--- config.mk ---
export PLATFORM = sky130hd
export DESIGN_NAME = lgt_timer
export DESIGN_NICKNAME = d
export VERILOG_FILES = /design/src/lgt_pkg.sv /design/src/lgt_tick.sv /design/src/lgt_timer.sv
export SDC_FILE = /design/constraint.sdc
export NUM_CORES = 1
export LEC_CHECK = 0
export BUFFER_PORTS_ARGS = -buffer_cell sky130_fd_sc_hd__buf_2
export CAP_MARGIN = 0
export CELL_PAD_IN_SITES_DETAIL_PLACEMENT = 1
export CELL_PAD_IN_SITES_GLOBAL_PLACEMENT = 1
export CORE_ASPECT_RATIO = 1.5
export CORE_UTILIZATION = 41
export CTS_BUF_LIST = sky130_fd_sc_hd__clkbuf_16
export DETAILED_ROUTE_END_ITERATION = 8
export MAX_ROUTING_LAYER = met4
export PLACE_DENSITY = 0.83
export SYNTH_ARGS = -nofsm -noshare
export SYNTH_HDL_FRONTEND = slang
export SYNTH_SLANG_ARGS = --single-unit
--- constraint.sdc ---
create_clock -name clk_i -period 3.4 [get_ports clk_i]
set_input_delay 0.17 -clock clk_i [delete_from_list [all_inputs] [get_ports clk_i]]
set_output_delay 0.17 -clock clk_i [all_outputs]
set_load 0.1 [all_outputs]
--- src/lgt_pkg.sv ---
// lockup guard timer package: register map, field layout, reset values
// assumes a 32-bit classic wishbone slave port with word-aligned registers
package lgt_pkg;

  // register byte offsets
  localparam logic [3:0] LGT_CTRL_OFS = 4'h0;
  localparam logic [3:0] LGT_MODE_OFS = 4'h4;
  localparam logic [3:0] LGT_STAT_OFS = 4'h8;
  localparam logic [3:0] LGT_PROT_OFS = 4'hc;

  // ctrl register: reload command with key
  localparam logic [15:0] LGT_RELOAD_KEY = 16'h5fa0;
  localparam int LGT_KEY_LSB = 16;

  // mode register field positions
  localparam int LGT_RLD_LSB = 0;
  localparam int LGT_DLT_LSB = 12;
  localparam int LGT_PRE_LSB = 24;
  localparam int LGT_EN_BIT = 27;
  localparam int LGT_DBG_BIT = 28;
  localparam int LGT_SRC_BIT = 29;

  // protection unlock key, low half of the protect register
  localparam logic [15:0] LGT_UNLOCK_KEY = 16'h35ca;

  // reset values
  localparam logic [11:0] LGT_RLD_RST = 12'hfff;
  localparam logic [11:0] LGT_DLT_RST = 12'hfff;
  localparam logic [2:0] LGT_PRE_RST = 3'h0;

  // hold time of the system reset pulse, in fast clock cycles
  localparam logic [3:0] LGT_RST_HOLD = 4'h8;

  // cause of the last watchdog reset
  typedef enum logic [1:0] {
    LGT_CAUSE_NONE  = 2'b00,
    LGT_CAUSE_UFLOW = 2'b01,
    LGT_CAUSE_EARLY = 2'b10
  } lgt_cause_t;

  // wishbone request bundle
  typedef struct packed {
    logic cyc;
    logic stb;
    logic we;
    logic [3:0] adr;
    logic [3:0] sel;
    logic [31:0] dat;
  } lgt_wb_req_t;

  // configuration handed to the counter core
  typedef struct packed {
    logic enable;
    logic dbg_freeze;
    logic src_ext;
    logic [2:0] prescale;
    logic [11:0] reload;
    logic [11:0] delta;
  } lgt_cfg_t;

endpackage

--- src/lgt_tick.sv ---
// lockup guard timer slow-clock tick: turns a slow oscillator level into an enable
// assumes both oscillator levels are already synchronous to clk_i
`timescale 1ns/10ps
module lgt_tick (
  // clock and reset
  input wire logic clk_i,
  input wire logic rst_i,
  // oscillator levels
  input wire logic slow_internal_oscillator_i,
  input wire logic slow_external_crystal_i,
  input wire logic src_ext_i,
  // one-cycle enable per rising slow edge
  output logic tick_o
);
  logic sel_lvl;
  logic prev_reg;

  // source mux
  assign sel_lvl = src_ext_i ? slow_external_crystal_i : slow_internal_oscillator_i;

  // remember last level for edge detection
  always_ff @(posedge clk_i) begin
    if (rst_i) begin
      prev_reg <= 1'b0;
    end else begin
      prev_reg <= sel_lvl;
    end
  end

  // a source switch may cause one extra tick, harmless for a timeout
  assign tick_o = sel_lvl & ~prev_reg;
endmodule // lgt_tick

--- src/lgt_timer.sv ---
// lockup guard timer: windowed 12-bit down counter with wishbone registers
// assumes a 20 MHz clk_i, slow oscillators sampled synchronously, classic wishbone
// Operation
// - 12-bit down counter behind 3-bit prescaler
// - underflow without reload resets the system
// - reload outside delta window resets system
// - optional freeze while processor is debug-halted
// - write protection locks configuration registers
// - clock from slow internal or external oscillator
`timescale 1ns/10ps
module lgt_timer (
  // clock and reset
  input wire logic clk_i,
  input wire logic rst_i,
  // wishbone slave
  input wire lgt_pkg::lgt_wb_req_t wb_req_i,
  output logic [31:0] wb_dat_o,
  output logic wb_ack_o,
  // oscillators and debug
  input wire logic slow_internal_oscillator_i,
  input wire logic slow_external_crystal_i,
  input wire logic dbg_halt_i,
  // system reset request
  output logic sys_rst_o
);
  import lgt_pkg::*;

  lgt_cfg_t cfg_reg;
  logic locked_reg;
  logic [11:0] cnt_reg;
  logic [7:0] pre_reg;
  logic [3:0] hold_reg;
  lgt_cause_t cause_reg;
  logic ack_reg;
  logic [31:0] rdat_reg;
  logic tick;
  logic run;
  logic pre_done;
  logic wr_hit;
  logic mode_wr;
  logic reload_req;
  logic in_window;
  logic uflow;
  logic early;
  logic fire;

  // prescaler divide: 2^setting slow ticks per count
  function automatic logic [7:0] pre_mask(input logic [2:0] p);
    pre_mask = 8'(({7'h0, 1'b1} << p) - 8'h1);
  endfunction

  lgt_tick u_tick (
    .clk_i(clk_i),
    .rst_i(rst_i),
    .slow_internal_oscillator_i(slow_internal_oscillator_i),
    .slow_external_crystal_i(slow_external_crystal_i),
    .src_ext_i(cfg_reg.src_ext),
    .tick_o(tick)
  );

  // bus strobes; ack is a single cycle then drops
  assign wr_hit = wb_req_i.cyc & wb_req_i.stb & wb_req_i.we & ~ack_reg;
  assign reload_req = wr_hit && wb_req_i.adr == LGT_CTRL_OFS && (&wb_req_i.sel)
    && wb_req_i.dat[LGT_KEY_LSB +: 16] == LGT_RELOAD_KEY;
  // mode write that lands; the lock refuses it but the bus still acks
  assign mode_wr = wr_hit && wb_req_i.adr == LGT_MODE_OFS && !locked_reg;
  // window: reload allowed only while count is at or below delta
  assign in_window = cnt_reg <= cfg_reg.delta;
  assign run = cfg_reg.enable & ~(cfg_reg.dbg_freeze & dbg_halt_i);
  assign pre_done = (pre_reg & pre_mask(cfg_reg.prescale)) == pre_mask(cfg_reg.prescale);
  assign uflow = run & tick & pre_done & (cnt_reg == 12'h000);
  assign early = cfg_reg.enable & reload_req & ~in_window;
  assign fire = (uflow | early) & (hold_reg == 4'h0);

  // bus acknowledge
  always_ff @(posedge clk_i) begin
    if (rst_i) begin
      ack_reg <= 1'b0;
    end else begin
      ack_reg <= wb_req_i.cyc & wb_req_i.stb & ~ack_reg;
    end
  end
  assign wb_ack_o = ack_reg;

  // configuration writes, blocked while locked
  always_ff @(posedge clk_i) begin
    if (rst_i) begin
      cfg_reg <= '{enable: 1'b0, dbg_freeze: 1'b0, src_ext: 1'b0, prescale: LGT_PRE_RST,
                   reload: LGT_RLD_RST, delta: LGT_DLT_RST};
    end else if (mode_wr) begin
      cfg_reg.reload <= wb_req_i.dat[LGT_RLD_LSB +: 12];
      cfg_reg.delta <= wb_req_i.dat[LGT_DLT_LSB +: 12];
      cfg_reg.prescale <= wb_req_i.dat[LGT_PRE_LSB +: 3];
      cfg_reg.enable <= wb_req_i.dat[LGT_EN_BIT];
      cfg_reg.dbg_freeze <= wb_req_i.dat[LGT_DBG_BIT];
      cfg_reg.src_ext <= wb_req_i.dat[LGT_SRC_BIT];
    end
  end

  // protection: key unlocks, any other value locks
  always_ff @(posedge clk_i) begin
    if (rst_i) begin
      locked_reg <= 1'b0;
    end else if (wr_hit && wb_req_i.adr == LGT_PROT_OFS) begin
      locked_reg <= wb_req_i.dat[15:0] != LGT_UNLOCK_KEY;
    end
  end

  // prescaler, restarted on reload
  always_ff @(posedge clk_i) begin
    if (rst_i) begin
      pre_reg <= 8'h00;
    end else if (reload_req || !cfg_reg.enable) begin
      pre_reg <= 8'h00;
    end else if (run && tick) begin
      pre_reg <= pre_done ? 8'h00 : 8'(pre_reg + 8'h01);
    end
  end

  // down counter; a mode write while idle loads the new reload value at once,
  // otherwise enabling in that write would start from the stale one
  always_ff @(posedge clk_i) begin
    if (rst_i) begin
      cnt_reg <= LGT_RLD_RST;
    end else if (mode_wr && !cfg_reg.enable) begin
      cnt_reg <= wb_req_i.dat[LGT_RLD_LSB +: 12];
    end else if (!cfg_reg.enable || (reload_req && in_window) || fire) begin
      cnt_reg <= cfg_reg.reload;
    end else if (run && tick && pre_done && cnt_reg != 12'h000) begin
      // zero holds while a pulse is still out, so the count never wraps
      cnt_reg <= 12'(cnt_reg - 12'h001);
    end
  end

  // reset pulse stretcher and cause record
  always_ff @(posedge clk_i) begin
    if (rst_i) begin
      hold_reg <= 4'h0;
      cause_reg <= LGT_CAUSE_NONE;
    end else if (fire) begin
      hold_reg <= LGT_RST_HOLD;
      cause_reg <= uflow ? LGT_CAUSE_UFLOW : LGT_CAUSE_EARLY;
    end else if (hold_reg != 4'h0) begin
      hold_reg <= 4'(hold_reg - 4'h1);
    end
  end
  assign sys_rst_o = hold_reg != 4'h0;

  // read data, registered; unmapped reads return zero
  always_ff @(posedge clk_i) begin
    if (rst_i) begin
      rdat_reg <= 32'h0;
    end else begin
      case (wb_req_i.adr)
        LGT_MODE_OFS: rdat_reg <= {2'h0, cfg_reg.src_ext, cfg_reg.dbg_freeze, cfg_reg.enable,
                                   cfg_reg.prescale, cfg_reg.delta, cfg_reg.reload};
        LGT_STAT_OFS: rdat_reg <= {16'h0, 1'b0, locked_reg, cause_reg, cnt_reg};
        LGT_PROT_OFS: rdat_reg <= {31'h0, locked_reg};
        default: rdat_reg <= 32'h0;
      endcase
    end
  end
  assign wb_dat_o = rdat_reg;
endmodule // lgt_timer

## Yosys cells after proc, flatten, opt, wreduce, memory -nomap -nowiden

Cells that the tools add are included.

| storage, ports and cells | value |
|---|---|
| word-level logic and storage cells | 81 |
| output and inout port bits | 34 |
| input port bits | 48 |
| register bits after elaboration | 91 |

| cells by class | value |
|---|---|
| order comparisons | 1 |
| shift-type cells | 1 |
| multiplexer cells | 9 |
| add/subtract/negate cells | 4 |
| bitwise operators | 19 |
| reductions and logical operators | 26 |
| equal/unequal tests | 6 |

Operator list:

| operator | number |
|---|---|
| one-hot mux 30 bit (3 select lines) | 1 |
| two-way mux 12 bit | 3 |
| == test 16 x 15 -> 1 bit (second input constant) | 1 |
| != test 16 x 14 -> 1 bit (second input constant) | 1 |
| AND 1 bit | 13 |
| <= comparator 12 bit | 1 |
| logical NOT 12 bit | 1 |
| nonzero test 12 bit | 1 |
| subtractor 12 x 1 -> 12 bit (second input constant) | 1 |
| logical AND 1 bit | 11 |
| adder 8 x 1 -> 8 bit (second input constant) | 1 |
| AND 8 bit | 1 |
| == test 4 bit (second input constant) | 2 |
| == test 8 bit | 1 |
| logical NOT 4 bit | 2 |
| two-way mux 4 bit | 2 |
| two-way mux 8 bit | 1 |
| left shift 1 x 3 -> 8 bit (first input constant) | 1 |
| subtractor 8 x 1 -> 8 bit (second input constant) | 1 |
| == test 4 x 3 -> 1 bit (second input constant) | 1 |
| NOT 1 bit | 4 |
| AND reduction 4 bit | 1 |
| nonzero test 4 bit | 1 |
| OR reduction 2 bit | 2 |
| other kinds (8) | 11 |

## Depth between registers and ports, before layout

| depth | value |
|---|---|
| depth after elaboration | 13 |
| gate-level depth with buffers | 11 |
| gate-level depth less buffers | 10 |

## Modules after synthesis

From an unflattened synthesis, not the netlist that was laid out.

| unflattened totals | value |
|---|---|
| cell total of the unflattened synthesis | 485 |
| area total of the unflattened synthesis | 4,234.1 um^2 |

Modules (own cells, without submodules):

| module | instances | seq. area each (um^2) | area an instance (um^2) | cells each |
|---|---|---|---|---|
| lgt_timer | 1 | 1,741.7 | 4,196.5 | 481 |
| lgt_tick | 1 | 20.0 | 37.5 | 4 |

## Least setup slack after synthesis

Ideal clock, no wire load.

| timing path | value |
|---|---|
| kind | flip-flop to flip-flop |
| start point | register hold_reg[0] |
| end point | register cnt_reg[0] |
| required time | 3,284 ps |
| data arrival time | 3,103 ps |
| clock period less this slack | 3,219 ps |
| slack | 181 ps |
| stages on the path, launching flop included | 12 |
| buffers on the path | 2 |
| library setup time | 116 ps |
| cell sequence | dfxtp_1 inv_1 ha_1 and2_1 clkbuf_1 clkinv_1 o211a_1 nor2_1 nor3_1 buf_2 a2111o_1 a31o_2 |

| on the way | value |
|---|---|
| longest elaborated chain between the ends | 5 |
| elaborated cells on any way between the ends | 6 |
| those cells by class | mux: 2; bitwise: 1; reduce/logical: 3 |

Ends and longest elaborated chain:

| element | RTL line | RTL |
|---|---|---|
| start, declared | lgt_timer.sv:32 | `logic [3:0] hold_reg;` |
| start signal, assigned | lgt_timer.sv:144 | `hold_reg <= 4'(hold_reg - 4'h1);` |
| logical NOT 4 bit * | lgt_timer.sv:73 | `assign fire = (uflow \| early) & (hold_reg == 4'h0);` |
| AND 1 bit * | lgt_timer.sv:73 |  |
| logical OR 1 bit * | lgt_timer.sv:127 | `end else if (!cfg_reg.enable \|\| (reload_req && in_window) \|\| fire) begin` |
| two-way mux 12 bit | lgt_timer.sv:127 |  |
| two-way mux 12 bit | lgt_timer.sv:125 | `end else if (mode_wr && !cfg_reg.enable) begin` |
| end signal, assigned | lgt_timer.sv:126 | `cnt_reg <= wb_req_i.dat[LGT_RLD_LSB +: 12];` |
| end signal, assigned | lgt_timer.sv:128 | `cnt_reg <= cfg_reg.reload;` |
| end signal, assigned | lgt_timer.sv:131 | `cnt_reg <= 12'(cnt_reg - 12'h001);` |
| end, declared | lgt_timer.sv:30 | `logic [11:0] cnt_reg;` |

Mark *: on every way between the ends. The rest lies on a longest branch, timed or not.
A chain may end at the register's enable or synchronous reset.

## Worst setup path in the final report

| timing path | value |
|---|---|
| start point | register cfg_reg[1] (netlist name) |
| end point | register cnt_reg[7] |

| on the way | value |
|---|---|
| longest elaborated chain between the ends | 8 |
| elaborated cells on any way between the ends | 11 |
| those cells by class | order compare: 1; mux: 2; bitwise: 4; reduce/logical: 4 |

Ends and longest elaborated chain:

| element | RTL line | RTL |
|---|---|---|
| start, declared | lgt_timer.sv:28 | `lgt_cfg_t cfg_reg;` |
| start signal, assigned | lgt_timer.sv:88 | `cfg_reg <= '{enable: 1'b0, dbg_freeze: 1'b0, src_ext: 1'b0, prescale: LGT_PRE_RST,` |
| <= comparator 12 bit * | lgt_timer.sv:68 | `assign in_window = cnt_reg <= cfg_reg.delta;` |
| NOT 1 bit | lgt_timer.sv:72 | `assign early = cfg_reg.enable & reload_req & ~in_window;` |
| AND 1 bit | lgt_timer.sv:72 |  |
| OR 1 bit | lgt_timer.sv:73 |  |
| AND 1 bit | lgt_timer.sv:73 |  |
| logical OR 1 bit * | lgt_timer.sv:127 |  |
| two-way mux 12 bit | lgt_timer.sv:127 |  |
| two-way mux 12 bit | lgt_timer.sv:125 |  |

Marks and branches as above.

==> flow_summary.json <==
{
  "status": "completed",
  "start_util": 0.4206,
  "grt_pass1_wl_um": 19720,
  "track_usage": 0.2549,
  "setup_viol": 0,
  "worst_pin_slew_ns": 1.119,
  "hold_class": "input pin to flop",
  "gp_congestion": 0.9045,
  "critPathLaunchType": "flop",
  "critPathKind": "flop to flop",
  "wl_met2_um": 6443,
  "syn_to_final_growth_pct": 20.20,
  "clock_path_buffers": 2,
  "ys_seq_elements": 88,
  "clock_latency_ns": 0.34,
  "synth-edff-count": 0,
  "cts_tree": "done",
  "timing.final.crit_share": 0.8914,
  "yosysSeqAreaShare": 0.4323,
  "switching_share": 0.2829,
  "antenna_found_initial": 0,
  "hold_path_depth": 3,
  "drt_iter0_drc": 148,
  "io_pins": 82,
  "p_comb_frac": 0.148,
  "placed_cells": 648,
  "seqPwrFrac": 0.428,
  "fp.coreArea_sq_um": 9689,
  "rows": 44,
  "grt_max_degree": 38,
  "r2r_start": "cfg_reg[1]$_SDFFE_PP1P_",
  "p_leak_nw": 2.086,
  "cts.sinks": 88,
  "worst-path-max-fanout": 5,
  "synth.area.top_cells": "dfxtp_1, nand2_1, ha_1",
  "clkPwrFrac": 0.424,
  "yosysMostFrequentCell": "dfxtp_1",
  "final_nets": 608,
  "end_kind": "flop",
  "postRouteWirelength_um": 12360,
  "wl_met1_um": 4688,
  "root_buffer": "clkbuf_16",
  "ys_types": 63,
  "synth_top_cell_area_share": 0.4323,
  "fmax_mhz": 330.0,
  "r2r_slack_ns": 0.37,
  "wire_per_inst_um": 18.61,
  "hold_violations": 0,
  "grt_pass1_vias": 3946,
  "hp-start": "wb_req_i[41]",
  "maxCapViolCount": 0,
  "yosysWarnings": 0,
  "p_int_mw": 1.803,
  "synthTopCellsByCount": "dfxtp_1, nand2_1, nor2_1, nor3_1, inv_1",
  "post-dp-hpwl_um": 9316,
  "n_antenna_cell": 0,
  "die-area_sq_um": 10350,
  "period_minus_slack_ns": 3.031,
  "worstHoldEndpoint": "wb_ack_o$_SDFF_PP0_",
  "rsz0062_at_grt": "false",
  "clock_skew_ns": 0.008481,
  "ant_nets": 0,
  "max_slew_margin": 0.2510,
  "drv_slew": 0,
  "drc": 0,
  "path_clk_slew_ns": 0.07,
  "async_flop_share": 0,
  "worstPathArrival_ns": 3.26,
  "via_count": 3814,
  "synth_area_sq_um": 4075,
  "netlist_instances": 471,
  "die_w_um": 83.40,
  "fin_cells": 664,
  "htreeDepth": 3,
  "reg2regPathDepth": 10,
  "required_ns": 3.63,
  "avgViaCountPerCell": 5.744,
  "synth_top_area_cell": "dfxtp_1",
  "first_pass_iters": 4,
  "top_layer": "met4",
  "cts_made_buffers": 9,
  "switchingPower_uw": 711.3,
  "drive_gt1_frac": 0.2131,
  "r2r-end": "cnt_reg[7]$_SDFFE_PP1P_",
  "port_buffers": 79,
  "grt_remaining_overflow": 0,
  "peakVddDrop_v": 0.0003455,
  "fin_setup_tns_ns": 0,
  "power_density_nw_per_um2": 513.3,
  "cts_hold_buf": 0,
  "wl_met3_um": 674,
  "syn_avg_cell_area_sq_um": 8.652,
  "die_h_um": 124.1,
  "ys.flop_type": "dfxtp_1"
}
[what timing repair did]
action / in CTS / in global routing
setup buffers: 0 / 0
gates resized for setup: 0 / 1
setup endpoints to repair: 0 / 7
[stage by stage]
| stage | util | worst slack, ns | hold WS (ns) | power (mW) | instance area [sq um] |
|---|---|---|---|---|---|
| floorplan | - | 0.1808 | 0.2878 | 1.369 | 4079 |
| global placement | 0.4718 | 0.3818 | 0.4047 | 1.456 | 4572 |
| detailed placement | 0.4718 | 0.2217 | 0.4108 | 1.470 | 4572 |
| CTS | 0.5049 | 0.2190 | 0.05195 | 2.528 | 4892 |
| global route | 0.5056 | 0.1484 | 0.06136 | 2.599 | 4898 |
| finish | 0.5056 | 0.3694 | 0.05613 | 2.514 | 4898 |
[worst max-delay path by stage]
stage	startpoint	end	cells past startpoint
2_1_floorplan	hold_reg[0]$_SDFFE_PP0P_	cnt_reg[0]$_SDFFE_PP1P_	11
3_3_place_gp	cnt_reg[5]$_SDFFE_PP1P_	cnt_reg[0]$_SDFFE_PP1P_	7
3_5_place_dp	cfg_reg[1]$_SDFFE_PP1P_	cnt_reg[11]$_SDFFE_PP1P_	10
4_1_cts	cfg_reg[1]$_SDFFE_PP1P_	cnt_reg[11]$_SDFFE_PP1P_	10
5_1_grt	cfg_reg[1]$_SDFFE_PP1P_	cnt_reg[10]$_SDFFE_PP1P_	10
6_report	cfg_reg[1]$_SDFFE_PP1P_	cnt_reg[7]$_SDFFE_PP1P_	10
[cell type report]
| type | count | area (sq um) |
|---|---|---|
| clock buffers | 9 | 225.2 |
| repair buffers | 87 | 455.4 |
| inverters | 22 | 82.58 |
| multi-input cells | 336 | 2135 |
| flip-flops and latches | 88 | 1762 |
| fillers | 1195 | 4791 |
| well taps | 115 | 143.9 |
| clock inverters | 7 | 95.09 |
[cells by family after synthesis]
family                   Yosys count  share of synthesized area
flip-flops                        88                     0.4323
XOR/XNOR                          15                    0.03224
other                              1                  0.0009202
multiplexers                       8                    0.01965
AND/OR/NAND/NOR                  197                     0.2346
adder cells (fa/ha/maj)           16                    0.04912
buffers and inverters             48                    0.04881
AO/OA/AOI/OAI                     98                     0.1824
[layer usage]
metal,GRT usage,vias up
met5,-,-
met4,0.1498,0
met3,0.04771,34
met2,0.4508,120
met1,0.2663,1830
li1,-,1830
[cells in the final DEF, fill, tap and decap left out, types with 13 or more instances in the layout]
cell type and n:
nor3_1 26, nor2_1 47, dfxtp_1 88, nand2_1 64
a21oi_1 19, o211ai_1 13, a22oi_1 16, inv_1 21
buf_2 79, ha_1 16
[critical path, stage by stage (launching register included)]
cell	delay, ns
dfxtp_1	0.34
inv_1	0.07
ha_1	0.29
nor2b_1	0.17
o211ai_1	0.11
a211oi_1	0.36
nor3_1	0.11
nor3_1	0.79
mux2i_1	0.29
a211oi_1	0.10
a211o_1	0.29
[power groups by stage]
stage               clock network, mW  registers (mW)  logic, mW
floorplan                           0            1.12      0.246
global placement                    0            1.10      0.358
detailed placement                  0            1.10      0.370
CTS                              1.08            1.08      0.375
global route                     1.12            1.08      0.400
finish                           1.07            1.08      0.371
(Power assumes the default switching activity.)
